File: config.mk
export PLATFORM = sky130hd
export DESIGN_NAME = dsmcr_top
export DESIGN_NICKNAME = d
export VERILOG_FILES = /design/src/dsmcr_pkg.sv /design/src/dsmcr_top.sv
export SDC_FILE = /design/constraint.sdc
export NUM_CORES = 1
export LEC_CHECK = 0
export ABC_AREA = 1
export BUFFER_PORTS_ARGS = -buffer_cell sky130_fd_sc_hd__buf_4
export CAP_MARGIN = 20
export CORE_MARGIN = 2
export CORE_UTILIZATION = 50
export DETAILED_ROUTE_END_ITERATION = 7
export PLACE_DENSITY = 0.73
export SYNTH_ARGS = -nofsm -noshare
export SYNTH_HDL_FRONTEND = slang
export SYNTH_SLANG_ARGS = --single-unit
File: constraint.sdc
create_clock -name sys_clk -period 1.8 [get_ports sys_clk]
set_clock_uncertainty 0.1 [all_clocks]
set_input_delay 0.09 -clock sys_clk [delete_from_list [all_inputs] [get_ports sys_clk]]
set_output_delay 0.09 -clock sys_clk [all_outputs]
set_load 0.05 [all_outputs]
File: src/dsmcr_pkg.sv
// Purpose: shared constants and types of the dual slot card mux control block
// Assumes: 8-bit registers addressed by a command byte over a two-wire serial slave
// Notes: slave addresses are the 7-bit forms of the 8-bit bus addresses
package dsmcr_pkg;
  // command byte offsets
  localparam logic [7:0] OFF_HW_ID = 8'h00;
  localparam logic [7:0] OFF_SW_VER = 8'h01;
  localparam logic [7:0] OFF_STATUS = 8'h04;
  localparam logic [7:0] OFF_CTRL = 8'h08;
  // values after reset
  localparam logic [7:0] RST_SW_VER = 8'h00;
  localparam logic [7:0] RST_STATUS = 8'h00;
  localparam logic [7:0] RST_CTRL = 8'h00;
  // slave address chosen by the strap level (8-bit 78h/79h and 7ah/7bh)
  localparam logic [6:0] ADDR_STRAP_LOW = 7'h3c;
  localparam logic [6:0] ADDR_STRAP_HIGH = 7'h3d;
  // bits per byte before the acknowledge slot
  localparam logic [3:0] BYTE_BITS = 4'h8;
  // cycles the data relay waits after releasing a line before it may drive again
  localparam logic [1:0] RELAY_GUARD = 2'h3;
  // slot interface states, also the status codes
  localparam logic [1:0] ST_OFF = 2'h0;
  localparam logic [1:0] ST_ISOLATED = 2'h1;
  localparam logic [1:0] ST_POWERED = 2'h2;
  localparam logic [1:0] ST_ACTIVE = 2'h3;

  // one nibble of the control register, slot a in the low nibble
  typedef struct packed {
    logic [1:0] state;
    logic vsel;
    logic reg_en;
  } dsmcr_slot_ctrl_type;

  // every input that arrives from outside the clock domain
  typedef struct packed {
    logic scl;
    logic sda;
    logic irq;
    logic rst_n;
    logic card_rst;
    logic card_clk;
    logic host_data;
    logic a_data;
    logic b_data;
  } dsmcr_pins_type;

  localparam dsmcr_pins_type PINS_IDLE = dsmcr_pins_type'(9'h1ff);

  typedef enum logic [3:0] {
    SER_IDLE, SER_ADDR, SER_ADDR_ACK, SER_CMD, SER_CMD_ACK,
    SER_WDATA, SER_WDATA_ACK, SER_RDATA, SER_RDATA_ACK
  } dsmcr_ser_state_type;
endpackage

File: src/dsmcr_top.sv
// Purpose: register bank, serial slave, strap, interrupt and card mux of the dual slot block
// Assumes: pins and link clock are asynchronous to sys_clk and pass two flip-flops
// Notes: open-drain pins drive low only, the enable is high while driving
// Notes on behaviour
// - read-only id byte at command 00h, maker and device id combined
// - maker id in the upper nibble, fixed whatever the hardware revision
// - read-only driver version byte at command 01h, zero in first silicon
// - driver version only changes when a revision needs host driver changes
// - interrupt pin pulled low toward the host while an event is pending
// - interrupt pin level caught after reset selects the slave address
// - low reset input holds the whole block in reset except the pin synchronisers
// - host card reset and clock forwarded to the selected slot only
// - strap low answers 78h/79h, strap high answers 7ah/7bh
// - status per slot: 00 off, 01 isolated, 10 powered, 11 active
// - control holds per slot enable, voltage, state; state 10 not blocked
// - reset clears pending event, defaults registers, regulators off, slots low
`timescale 1ns/100ps
module dsmcr_top #(
  parameter logic [3:0] MAKER_ID = 4'h5, // arbitrary value
  parameter logic [3:0] DEVICE_ID = 4'h2, // arbitrary value
  parameter logic [7:0] DRIVER_VERSION = dsmcr_pkg::RST_SW_VER
) (
  input wire logic sys_clk,
  input wire logic rst,
  input wire logic host_reset_n_in,
  input wire logic scl_in,
  input wire logic sda_in,
  output logic sda_out,
  output logic sda_oe,
  input wire logic irq_in,
  output logic irq_out,
  output logic irq_oe,
  input wire logic host_card_reset,
  input wire logic host_card_clock,
  input wire logic host_card_data_in,
  output logic host_card_data_out,
  output logic host_card_data_oe,
  output logic slot_a_card_reset,
  output logic slot_a_card_clock,
  input wire logic slot_a_card_data_in,
  output logic slot_a_card_data_out,
  output logic slot_a_card_data_oe,
  output logic slot_a_supply_en,
  output logic slot_a_supply_sel,
  output logic slot_a_pulldown,
  output logic slot_b_card_reset,
  output logic slot_b_card_clock,
  input wire logic slot_b_card_data_in,
  output logic slot_b_card_data_out,
  output logic slot_b_card_data_oe,
  output logic slot_b_supply_en,
  output logic slot_b_supply_sel,
  output logic slot_b_pulldown
);
  import dsmcr_pkg::*;

  dsmcr_pins_type pin_meta, pin, pin_prev;
  logic ires, scl_rise, scl_fall, start_seen, stop_seen;
  logic strap_done, addr_high, irq_pend;
  dsmcr_ser_state_type state;
  logic [3:0] bit_cnt;
  logic [7:0] shreg, tx, ptr, rdata, status;
  logic rw, nack, sda_drv, byte_done, tx_load, wr_ctrl, rd_status;
  logic [6:0] my_addr;
  dsmcr_slot_ctrl_type [1:0] ctrl;
  logic sel_a, sel_b, sel_a_q, sel_b_q, card_low;
  logic host_drv, card_drv, next_card_drv;
  logic [1:0] guard;

  // two-stage synchronisers, third stage only feeds edge detection; they run
  // through reset so the strap sample at release sees the real pin level
  always_ff @(posedge sys_clk) begin
    pin_meta <= {scl_in, sda_in, irq_in, host_reset_n_in, host_card_reset,
                 host_card_clock, host_card_data_in, slot_a_card_data_in,
                 slot_b_card_data_in};
    pin <= pin_meta;
    pin_prev <= pin;
  end

  assign ires = rst | ~pin.rst_n;
  assign scl_rise = pin.scl & ~pin_prev.scl;
  assign scl_fall = ~pin.scl & pin_prev.scl;
  assign start_seen = pin.scl & pin_prev.scl & ~pin.sda & pin_prev.sda;
  assign stop_seen = pin.scl & pin_prev.scl & pin.sda & ~pin_prev.sda;

  // strap caught once after release; pin is not driven until then
  always_ff @(posedge sys_clk) begin
    if (ires) begin
      strap_done <= 1'b0;
      addr_high <= 1'b0;
    end else if (!strap_done) begin
      strap_done <= 1'b1;
      addr_high <= pin.irq;
    end
  end

  assign my_addr = addr_high ? ADDR_STRAP_HIGH : ADDR_STRAP_LOW;
  assign byte_done = scl_fall && (bit_cnt == BYTE_BITS);
  assign tx_load = scl_fall && ((state == SER_ADDR_ACK && rw) ||
                                (state == SER_RDATA_ACK && !nack));
  assign wr_ctrl = byte_done && state == SER_WDATA && ptr == OFF_CTRL;
  assign rd_status = tx_load && ptr == OFF_STATUS;

  // read mux; unmapped commands read as zero
  always_comb begin
    if (ptr == OFF_HW_ID) begin
      rdata = {MAKER_ID, DEVICE_ID};
    end else if (ptr == OFF_SW_VER) begin
      rdata = DRIVER_VERSION;
    end else if (ptr == OFF_STATUS) begin
      rdata = status;
    end else if (ptr == OFF_CTRL) begin
      rdata = ctrl;
    end else begin
      rdata = 8'h00;
    end
  end

  // serial slave: sample on scl rise, change sda on scl fall
  always_ff @(posedge sys_clk) begin
    if (ires) begin
      state <= SER_IDLE;
      bit_cnt <= 4'h0;
      shreg <= 8'h00;
      tx <= 8'h00;
      ptr <= OFF_HW_ID;
      rw <= 1'b0;
      nack <= 1'b0;
      sda_drv <= 1'b0;
    end else if (start_seen) begin
      state <= SER_ADDR; // repeated start keeps the pointer
      bit_cnt <= 4'h0;
      sda_drv <= 1'b0;
    end else if (stop_seen) begin
      state <= SER_IDLE;
      sda_drv <= 1'b0;
    end else if (scl_rise) begin
      if (state == SER_RDATA_ACK) begin
        nack <= pin.sda;
      end else if (state == SER_ADDR || state == SER_CMD || state == SER_WDATA ||
                   state == SER_RDATA) begin
        shreg <= {shreg[6:0], pin.sda};
        bit_cnt <= bit_cnt + 4'h1;
      end
    end else if (scl_fall) begin
      case (state)
        SER_ADDR: begin
          if (byte_done) begin
            if (shreg[7:1] == my_addr) begin
              state <= SER_ADDR_ACK;
              rw <= shreg[0];
              sda_drv <= 1'b1;
            end else begin
              state <= SER_IDLE;
            end
          end
        end
        SER_ADDR_ACK, SER_RDATA_ACK: begin
          bit_cnt <= 4'h0;
          if (tx_load) begin
            state <= SER_RDATA;
            tx <= rdata;
            sda_drv <= ~rdata[7];
          end else if (state == SER_ADDR_ACK) begin
            state <= SER_CMD; // command byte comes first on a write
            sda_drv <= 1'b0;
          end else begin
            state <= SER_IDLE; // host refused the byte
            sda_drv <= 1'b0;
          end
        end
        SER_CMD: begin
          if (byte_done) begin
            ptr <= shreg;
            state <= SER_CMD_ACK;
            sda_drv <= 1'b1;
          end
        end
        SER_WDATA: begin
          if (byte_done) begin
            state <= SER_WDATA_ACK;
            sda_drv <= 1'b1;
          end
        end
        SER_CMD_ACK, SER_WDATA_ACK: begin
          state <= SER_WDATA; // pointer does not advance
          bit_cnt <= 4'h0;
          sda_drv <= 1'b0;
        end
        SER_RDATA: begin
          if (byte_done) begin
            state <= SER_RDATA_ACK;
            sda_drv <= 1'b0;
          end else begin
            tx <= {tx[6:0], 1'b0};
            sda_drv <= ~tx[6];
          end
        end
        default: begin
          state <= SER_IDLE;
        end
      endcase
    end
  end

  // control register; read-only registers ignore writes
  always_ff @(posedge sys_clk) begin
    if (ires) begin
      ctrl <= RST_CTRL;
    end else if (wr_ctrl) begin
      ctrl <= shreg; // state 10 stored as written
    end
  end

  // status code per slot from state and regulator bits
  for (genvar s = 0; s < 2; s++) begin : g_status
    always_ff @(posedge sys_clk) begin
      if (ires) begin
        status[4+2*s +: 2] <= RST_STATUS[4+2*s +: 2];
      end else if (ctrl[s].state == ST_OFF && ctrl[s].reg_en) begin
        status[4+2*s +: 2] <= ST_POWERED;
      end else begin
        status[4+2*s +: 2] <= ctrl[s].state;
      end
    end
  end
  assign status[3:0] = 4'h0;

  // slot a wins if software makes both active
  assign sel_a = status[5:4] == ST_ACTIVE;
  assign sel_b = status[7:6] == ST_ACTIVE && !sel_a;
  assign card_low = (sel_a && !pin.a_data) || (sel_b && !pin.b_data);

  // pending event on every change of the selected slot; a status read clears
  always_ff @(posedge sys_clk) begin
    if (ires) begin
      sel_a_q <= 1'b0;
      sel_b_q <= 1'b0;
      irq_pend <= 1'b0;
    end else begin
      sel_a_q <= sel_a;
      sel_b_q <= sel_b;
      if (sel_a != sel_a_q || sel_b != sel_b_q) begin
        irq_pend <= 1'b1; // set wins over the clearing read
      end else if (rd_status) begin
        irq_pend <= 1'b0;
      end
    end
  end

  // interrupt pin held off until the strap has been taken
  always_ff @(posedge sys_clk) begin
    if (ires) begin
      irq_oe <= 1'b0;
    end else begin
      irq_oe <= irq_pend && strap_done;
    end
  end

  // regulator and pull-down pins follow control and status
  always_ff @(posedge sys_clk) begin
    if (ires) begin
      slot_a_supply_en <= 1'b0;
      slot_a_supply_sel <= 1'b0;
      slot_a_pulldown <= 1'b1;
      slot_b_supply_en <= 1'b0;
      slot_b_supply_sel <= 1'b0;
      slot_b_pulldown <= 1'b1;
    end else begin
      slot_a_supply_en <= ctrl[0].reg_en;
      slot_a_supply_sel <= ctrl[0].vsel;
      slot_a_pulldown <= !status[4];
      slot_b_supply_en <= ctrl[1].reg_en;
      slot_b_supply_sel <= ctrl[1].vsel;
      slot_b_pulldown <= !status[6];
    end
  end

  // reset and clock forwarding; link clock is resampled, so jitter is one cycle
  always_ff @(posedge sys_clk) begin
    if (ires) begin
      slot_a_card_reset <= 1'b0;
      slot_a_card_clock <= 1'b0;
      slot_b_card_reset <= 1'b0;
      slot_b_card_clock <= 1'b0;
    end else begin
      slot_a_card_reset <= sel_a && pin.card_rst;
      slot_a_card_clock <= sel_a && pin.card_clk;
      slot_b_card_reset <= sel_b && pin.card_rst;
      slot_b_card_clock <= sel_b && pin.card_clk;
    end
  end

  // data relay: whichever side pulls low first owns the line; the guard
  // masks our own released low still in the synchroniser, avoiding latch-up
  assign next_card_drv = (sel_a || sel_b) && !pin.host_data && !host_drv &&
                         (card_drv || guard == 2'h0);

  always_ff @(posedge sys_clk) begin
    if (ires) begin
      host_drv <= 1'b0;
      card_drv <= 1'b0;
      slot_a_card_data_oe <= 1'b0;
      slot_b_card_data_oe <= 1'b0;
      guard <= 2'h0;
    end else begin
      card_drv <= next_card_drv;
      slot_a_card_data_oe <= next_card_drv && sel_a;
      slot_b_card_data_oe <= next_card_drv && sel_b;
      host_drv <= card_low && !card_drv && (host_drv || guard == 2'h0);
      if ((card_drv && pin.host_data) || (host_drv && !card_low)) begin
        guard <= RELAY_GUARD;
      end else if (guard != 2'h0) begin
        guard <= guard - 2'h1;
      end
    end
  end

  assign host_card_data_oe = host_drv;
  assign sda_oe = sda_drv;
  assign sda_out = 1'b0;
  assign irq_out = 1'b0;
  assign host_card_data_out = 1'b0;
  assign slot_a_card_data_out = 1'b0;
  assign slot_b_card_data_out = 1'b0;

  property p_hw_id;
    @(posedge sys_clk) disable iff (ires)
      tx_load && ptr == OFF_HW_ID |=> tx[7:4] == MAKER_ID && tx[3:0] == DEVICE_ID;
  endproperty
  a_hw_id: assert property (p_hw_id) else $error("id byte wrong");

  property p_sw_ver;
    @(posedge sys_clk) disable iff (ires)
      tx_load && ptr == OFF_SW_VER |=> tx == DRIVER_VERSION;
  endproperty
  a_sw_ver: assert property (p_sw_ver) else $error("version byte wrong");

  property p_irq;
    @(posedge sys_clk) disable iff (ires)
      $rose(irq_pend) && strap_done |=> irq_oe;
  endproperty
  a_irq: assert property (p_irq) else $error("interrupt not driven");

  property p_strap;
    @(posedge sys_clk) disable iff (ires)
      strap_done |=> $stable(addr_high) && strap_done;
  endproperty
  a_strap: assert property (p_strap) else $error("strap changed");

  property p_addr;
    @(posedge sys_clk) disable iff (ires)
      state == SER_ADDR && byte_done && !start_seen && !stop_seen &&
      shreg[7:1] == (addr_high ? 7'h3d : 7'h3c) |=> state == SER_ADDR_ACK && sda_oe;
  endproperty
  a_addr: assert property (p_addr) else $error("own address not acked");

  property p_reset;
    @(posedge sys_clk) !pin.rst_n |=> ctrl == 8'h00 && state == SER_IDLE && !irq_oe;
  endproperty
  a_reset: assert property (p_reset) else $error("reset input ignored");

  property p_forward;
    @(posedge sys_clk) disable iff (ires)
      !sel_a |=> !slot_a_card_clock && !slot_a_card_reset;
  endproperty
  a_forward: assert property (p_forward) else $error("unselected slot driven");

  property p_status;
    @(posedge sys_clk) disable iff (ires)
      ctrl[0].state == 2'h0 && ctrl[0].reg_en ##1 ctrl[0].state == 2'h0 |->
      status[5:4] == 2'h2;
  endproperty
  a_status: assert property (p_status) else $error("status code wrong");

  property p_ctrl_wr;
    @(posedge sys_clk) disable iff (ires)
      wr_ctrl && !start_seen && !stop_seen |=> ctrl == $past(shreg);
  endproperty
  a_ctrl_wr: assert property (p_ctrl_wr) else $error("control write lost");

  property p_defaults;
    @(posedge sys_clk) ires |=> !slot_a_supply_en && !slot_b_supply_en &&
      slot_a_pulldown && slot_b_pulldown && !slot_a_card_clock && !irq_pend;
  endproperty
  a_defaults: assert property (p_defaults) else $error("reset defaults wrong");

  c_ctrl_wr: cover property (@(posedge sys_clk) disable iff (ires) wr_ctrl);
  c_status_rd: cover property (@(posedge sys_clk) disable iff (ires) rd_status);
  c_slot_a: cover property (@(posedge sys_clk) disable iff (ires) sel_a ##1 sel_b);
  c_high_addr: cover property (@(posedge sys_clk) disable iff (ires)
    addr_high && state == SER_ADDR_ACK);
endmodule

==> metrics.csv, run 1 <==
metric,value,unit
ys_top_cells_by_area,"dfxtp_1, nand2_1, nor2_1",
dieArea,7540,um2
yosysMostFrequentCell,dfxtp_1,
syn_avg_cell_area,7.75,um2
met3_usage,5.50,%
route.detailed.drc,0,
final_hold_viol_count,0,
clk_pin_slew_worst_paths,0.09,ns
yosysTopAreaCellShare,51.3,%
post-route-period-util,90.7,%
antenna_left,0,
clock_latency,0.36,ns
globalRouteMet2Util,32.4,%
syn_inst,443,
power_leakage,1.74,nW
hpwl,4.75,mm
root_buffer,clkbuf_8,
n_antenna_cell,0,
ctsResizeCount,0,
finalSetupViolations,0,
grt_usage,19.5,%
grt_pass1_vias,2572,
drv_slew,0,
cp-end-kind,flip-flop,
synth-seq-cells,88,
globalRouteMet1Util,23.5,%
die_y,86.9,um
stdcell_area,4020,um2
routed_wirelength,6.60,mm
hold_ws,0.231,ns
start_util,51.1,%
p_total,3.58,mW
start_kind,flip-flop,
clk_path_buf_depth,2,
cts.sink_count,88,
cts_tree,done,
p_per_area,890,nW/um2
synthFlopType,dfxtp_1,
h-tree-depth,3,
worstPathRequired,1.95,ns
period_minus_slack,1.63,ns
syn_area,3430,um2
core-area,6720,um2
grt_pass1_wl,11.5,mm
drive_gt1_share,14.3,%
grt_overflow,0,
cts_setup_buffers,0,
crit_slowest_cell,dfxtp_1,
tns,0,ns
dieWidth,86.9,um
area_delta_synth_final,17.1,%
io_buffers,25,
crit_type,reg -> reg,
ys_seq_area_share,51.3,%
vias,2797,
synth_warnings,0,
maxClockFrequency,612,MHz
num_rows,30,
critical_path_peak_fanout,9,
critPathBufInv,3,
antenna_found_initial,0,
ctsHoldBuffers,10,
crit_arrival,1.78,ns
wl_per_cell,11.6,um
synth_edf_count,0,
routed_via_density,4.91,
n_fill_cell,612,
first_pass_iters,4,
yosysTopAreaCell,dfxtp_1,
vdd_drop_max,0.668,mV
min_path_type,reg -> reg,
busiest_layer,met2,
ys_types,40,
crit_chain,inv_1 > ha_1 > nand2_1 > nand3b_4 > inv_2 > nand2_2 > clkinv_4 > o21ai_0 > a21oi_1,
post_dp_cell_area,3700,um2
drt-initial-drc-count,132,
rsz0062_at_grt,false,
maxCapViolCount,0,
gp_congestion,0.950,
fin_nets,499,
synth-async-reset-ratio,0,%
crit_family,flip-flops,
netlist_top_cells_count,"dfxtp_1, nand2_1, nor2_1",
cts_made_buffers,9,
outcome,"complete, no violations",
crit_path_max_incr_delay,0.40,ns
post-route-util,59.8,%
pin_count,31,
grt_max_degree,38,
-- flip-flops by register name, summed over array words and instances (netlist names), 2 cells and up --
name	count
status	4
shreg	8
pin	9
pin_meta	9
bit_cnt	4
ctrl	8
guard	2
pin_prev	2
state	4
ptr	8
tx	7
-- cell usage in the layout, fill, tap and decap left out, types with 2 or more instances in the layout --
cell type	n
conb_1	5
inv_1	56
nand2_1	81
o22ai_1	2
a21oi_1	34
nand2_2	6
nor2_2	5
o21ai_0	33
buf_4	27
clkinv_4	3
nand3_1	21
dlygate4sd3_1	10
clkbuf_8	11
o211ai_1	2
nor3_1	4
dfxtp_1	88
nor2_1	68
ha_1	3
nand3_2	2
nor2_4	2
inv_2	4
xor2_1	2
-- routing by layer --
layer	routed length, um	part of all wire [%]
met1	3010	46
met2	3240	49
met4	114	1.7
met3	238	3.6
met5	0	0
-- kinds of logic (layout without fill, tap and decap cells) --
logic type / after synthesis / in the layout / synth area share, %
compound gates: 79 / 79 / 12.4
fa+ha+maj: 3 / 3 / 1.09
other cells: 1 / 5 / 0.109
xor+xnor: 3 / 3 / 0.766
flops: 88 / 88 / 51.3
simple gates: 195 / 195 / 25.3
buf+inv: 74 / 117 / 9.04
-- through the flow --
stage	setup WS, ns	cells
after detailed placement	0.193	544
final	0.167	570
after CTS	0.165	570
after global routing	0.0115	570
after floorplan	0.324	447
after global placement	0.262	544
-- layout make-up --
class                   instances  area [um2]  area share [%]
clock buffers                  11         151            3.77
clock inverters                 5        63.8            1.59
inverters                      63         244            6.07
multi-input cells             285        1380            34.2
flip-flops and latches         88        1760            43.8
well taps                      80         100            2.49
repair buffers                 38         323            8.03
-- where the power goes --
group | internal, mW | total, mW | switching, mW
clock | 0.727 | 1.43 | 0.700
combinational | 0.0606 | 0.161 | 0.100
sequential | 1.97 | 1.99 | 0.0154
total | 2.76 | 3.58 | 0.815
-- final timing paths --
kind / startpoint / cells past startpoint / slack [ns] / endpoint
setup / recovery: bit_cnt[0] / 9 / 0.17 / ptr[1]
hold / removal: pin_meta[3] / 0 / 0.23 / pin[3]
setup reg to reg: bit_cnt[0] / 9 / 0.17 / ptr[1]
hold reg to reg: pin_meta[3] / 0 / 0.23 / pin[3]
Note: power is estimated with default switching activity, not from simulation.
==> run 2: changes to the inputs <==
Settings changed: BUFFER_PORTS_ARGS -buffer_cell sky130_fd_sc_hd__buf_4 to -buffer_cell sky130_fd_sc_hd__buf_2, REMOVE_ABC_BUFFERS from default to 1.
==> metrics.csv, run 2 (synthesized netlist as in run 1, its figures left out) <==
metric,value,unit,change
outcome,"complete, no violations",,
p_total,3.56,mW,-0.43%
clk_pin_slew_worst_paths,0.09,ns,about the same
gp_congestion,0.830,,-13%
clock_latency,0.36,ns,about the same
ff2ff_path_depth,7,,-2
cts_tree,done,,
crit_chain,nand2_2 > nor2_4 > inv_1 > nand3_1 > nand2_1 > o21ai_0 > nor2_1,,
first_pass_iters,4,,unchanged
area_delta_synth_final,15.0,%,
maxClockFrequency,624,MHz,+1.9%
dieArea,7540,um2,unchanged
maxCapViolCount,0,,unchanged
antenna_left,0,,unchanged
power_leakage,1.73,nW,-0.55%
crit_arrival,1.76,ns,-0.02 ns
post-route-period-util,89.0,%,-1.7 points
drt-initial-drc-count,139,,+5.3%
route.detailed.drc,0,,unchanged
layout_common_cells,"dfxtp_1, nand2_1, nor2_1",,
final_common_cell,dfxtp_1,,
cts.sink_count,88,,unchanged
grt_max_degree,30,,-21%
switchingPower,862,uW,+5.7%
drv_slew,0,,unchanged
pre_cts_ws,0.187,ns,-0.00592 ns
r2r-end,tx[2],,
num_rows,30,,unchanged
routed_via_density,4.97,,+1.3%
start_kind,flip-flop,,
fin_nets,500,,+0.20%
rsz0062_at_grt,false,,
crit_slowest_cell,dfxtp_1,,
grt_pass1_wl,11.3,mm,-1.6%
rr_startpoint,state[0],,
worstPathRequired,1.96,ns,about the same
crit_path_end,tx[2],,
clkPwrFrac,39.8,%,about the same
clk_path_buf_depth,2,,unchanged
share_comb_of_total_power,4.3,%,-0.2 points
cts_made_buffers,9,,unchanged
dieWidth,86.9,um,unchanged
critPathLaunch,state[0],,
post-route-util,58.8,%,-1.1 points
hpwl,4.87,mm,+2.4%
r2r_slack,0.20,ns,+0.03 ns
power.internal,2.70,mW,-2.2%
grt_overflow,0,,unchanged
p_per_area,902,nW/um2,+1.4%
final_hold_viol_count,0,,unchanged
core-area,6720,um2,unchanged
h-tree-depth,3,,unchanged
wl_per_cell,11.7,um,+1.3%
root_buffer,clkbuf_8,,
vdd_drop_max,0.642,mV,-3.8%
io_buffers,25,,unchanged
crit_path_max_incr_delay,0.47,ns,+0.07 ns
reg_top3,"pin: 9 flops, pin_meta: 9 flops",,
drive_gt1_share,14.7,%,+0.38 points
final.setup.worst_slack,0.197,ns,+0.0306 ns
min_path_type,reg -> reg,,
hold_ws,0.232,ns,+0.000733 ns
pin_count,31,,unchanged
antenna_found_initial,0,,unchanged
start_util,51.1,%,unchanged
grt_pass1_vias,2617,,+1.7%
period_minus_slack,1.60,ns,-0.0306 ns
routed_wirelength,6.70,mm,+1.5%
finalSetupViolations,0,,unchanged
swShare,24.2,%,+1.4 points
hold_path_startpoint,pin_meta[6],,
crit_type,reg -> reg,,
grt_usage,19.2,%,-0.23 points
vias,2837,,+1.4%
n_antenna_cell,0,,unchanged
cts_setup_buffers,0,,unchanged
die_y,86.9,um,unchanged
cp-end-kind,flip-flop,,
seqPwrFrac,55.9,%,+0.3 points
critical_path_peak_fanout,9,,unchanged
## run 2: changes by cell type in the layout (fill, tap and decap cells not counted)
cell	before	now
buf_2	0	25
buf_4	27	4
clkbuf_8	11	9
inv_8	0	2
buf_12	1	0
clkinv_4	3	2
dfxtp_1	88	87
dfxtp_2	0	1
inv_6	1	2
## run 2: through the flow
step           cell area (um2)  TNS [ns]  instances
2_1_floorplan             3380     -3.12        436
3_3_place_gp              3640         0        545
3_5_place_dp              3640         0        545
4_1_cts                   3950         0        571
5_1_grt                   3950         0        571
6_report                  3950         0        571
## run 2: critical path, delay by kind of cell (launching register included)
kind                   cells  cell delay [ns]
AO/OA/AOI/OAI              1             0.17
buffers and inverters      1             0.17
flip-flops                 1             0.47
AND/OR/NAND/NOR            5             0.60
## run 2: final cells by class
class	count	area, um2
Tap cell	80	100
Sequential cell	88	1760
Clock buffer	9	124
Inverter	63	244
Multi-Input combinational cell	285	1380
Clock inverter	7	86.3
Fill cell	606	2770
Timing Repair Buffer	39	255
## run 2: worst min path at each step
stage                  end  slack, ns  cells past startpoint
6_report            pin[6]       0.23                      0
5_1_grt             pin[0]       0.23                      0
4_1_cts             pin[0]       0.23                      0
3_5_place_dp   pin_meta[5]        0.1                      1
3_3_place_gp   pin_meta[1]       0.09                      1
2_1_floorplan  pin_meta[0]       0.02                      0
## run 2: power by group through the flow
stage	combinational [mW]	sequential, mW	clock, mW
after floorplan	0.0966	2.03	0
after global placement	0.132	2.03	0
after detailed placement	0.135	2.04	0
after CTS	0.152	1.99	1.46
after global routing	0.171	1.99	1.52
final	0.152	1.99	1.42
## run 2: repair_timing
item / 4_1_cts / 5_1_grt
endpoints found under the setup margin: 0 / 1
hold buffers: 10 / 0
endpoints found under the hold margin: 11 / 0
resized for setup: 0 / 1
## run 2: metal layers
metal  up-vias  GRT usage [%]  wire length [um]
met1      1293           23.5              3060
met2        62           32.2              3250
li1       1473              -                 -
met4         0           7.53                87
met3         9           5.12               294
met5         -              0                 0
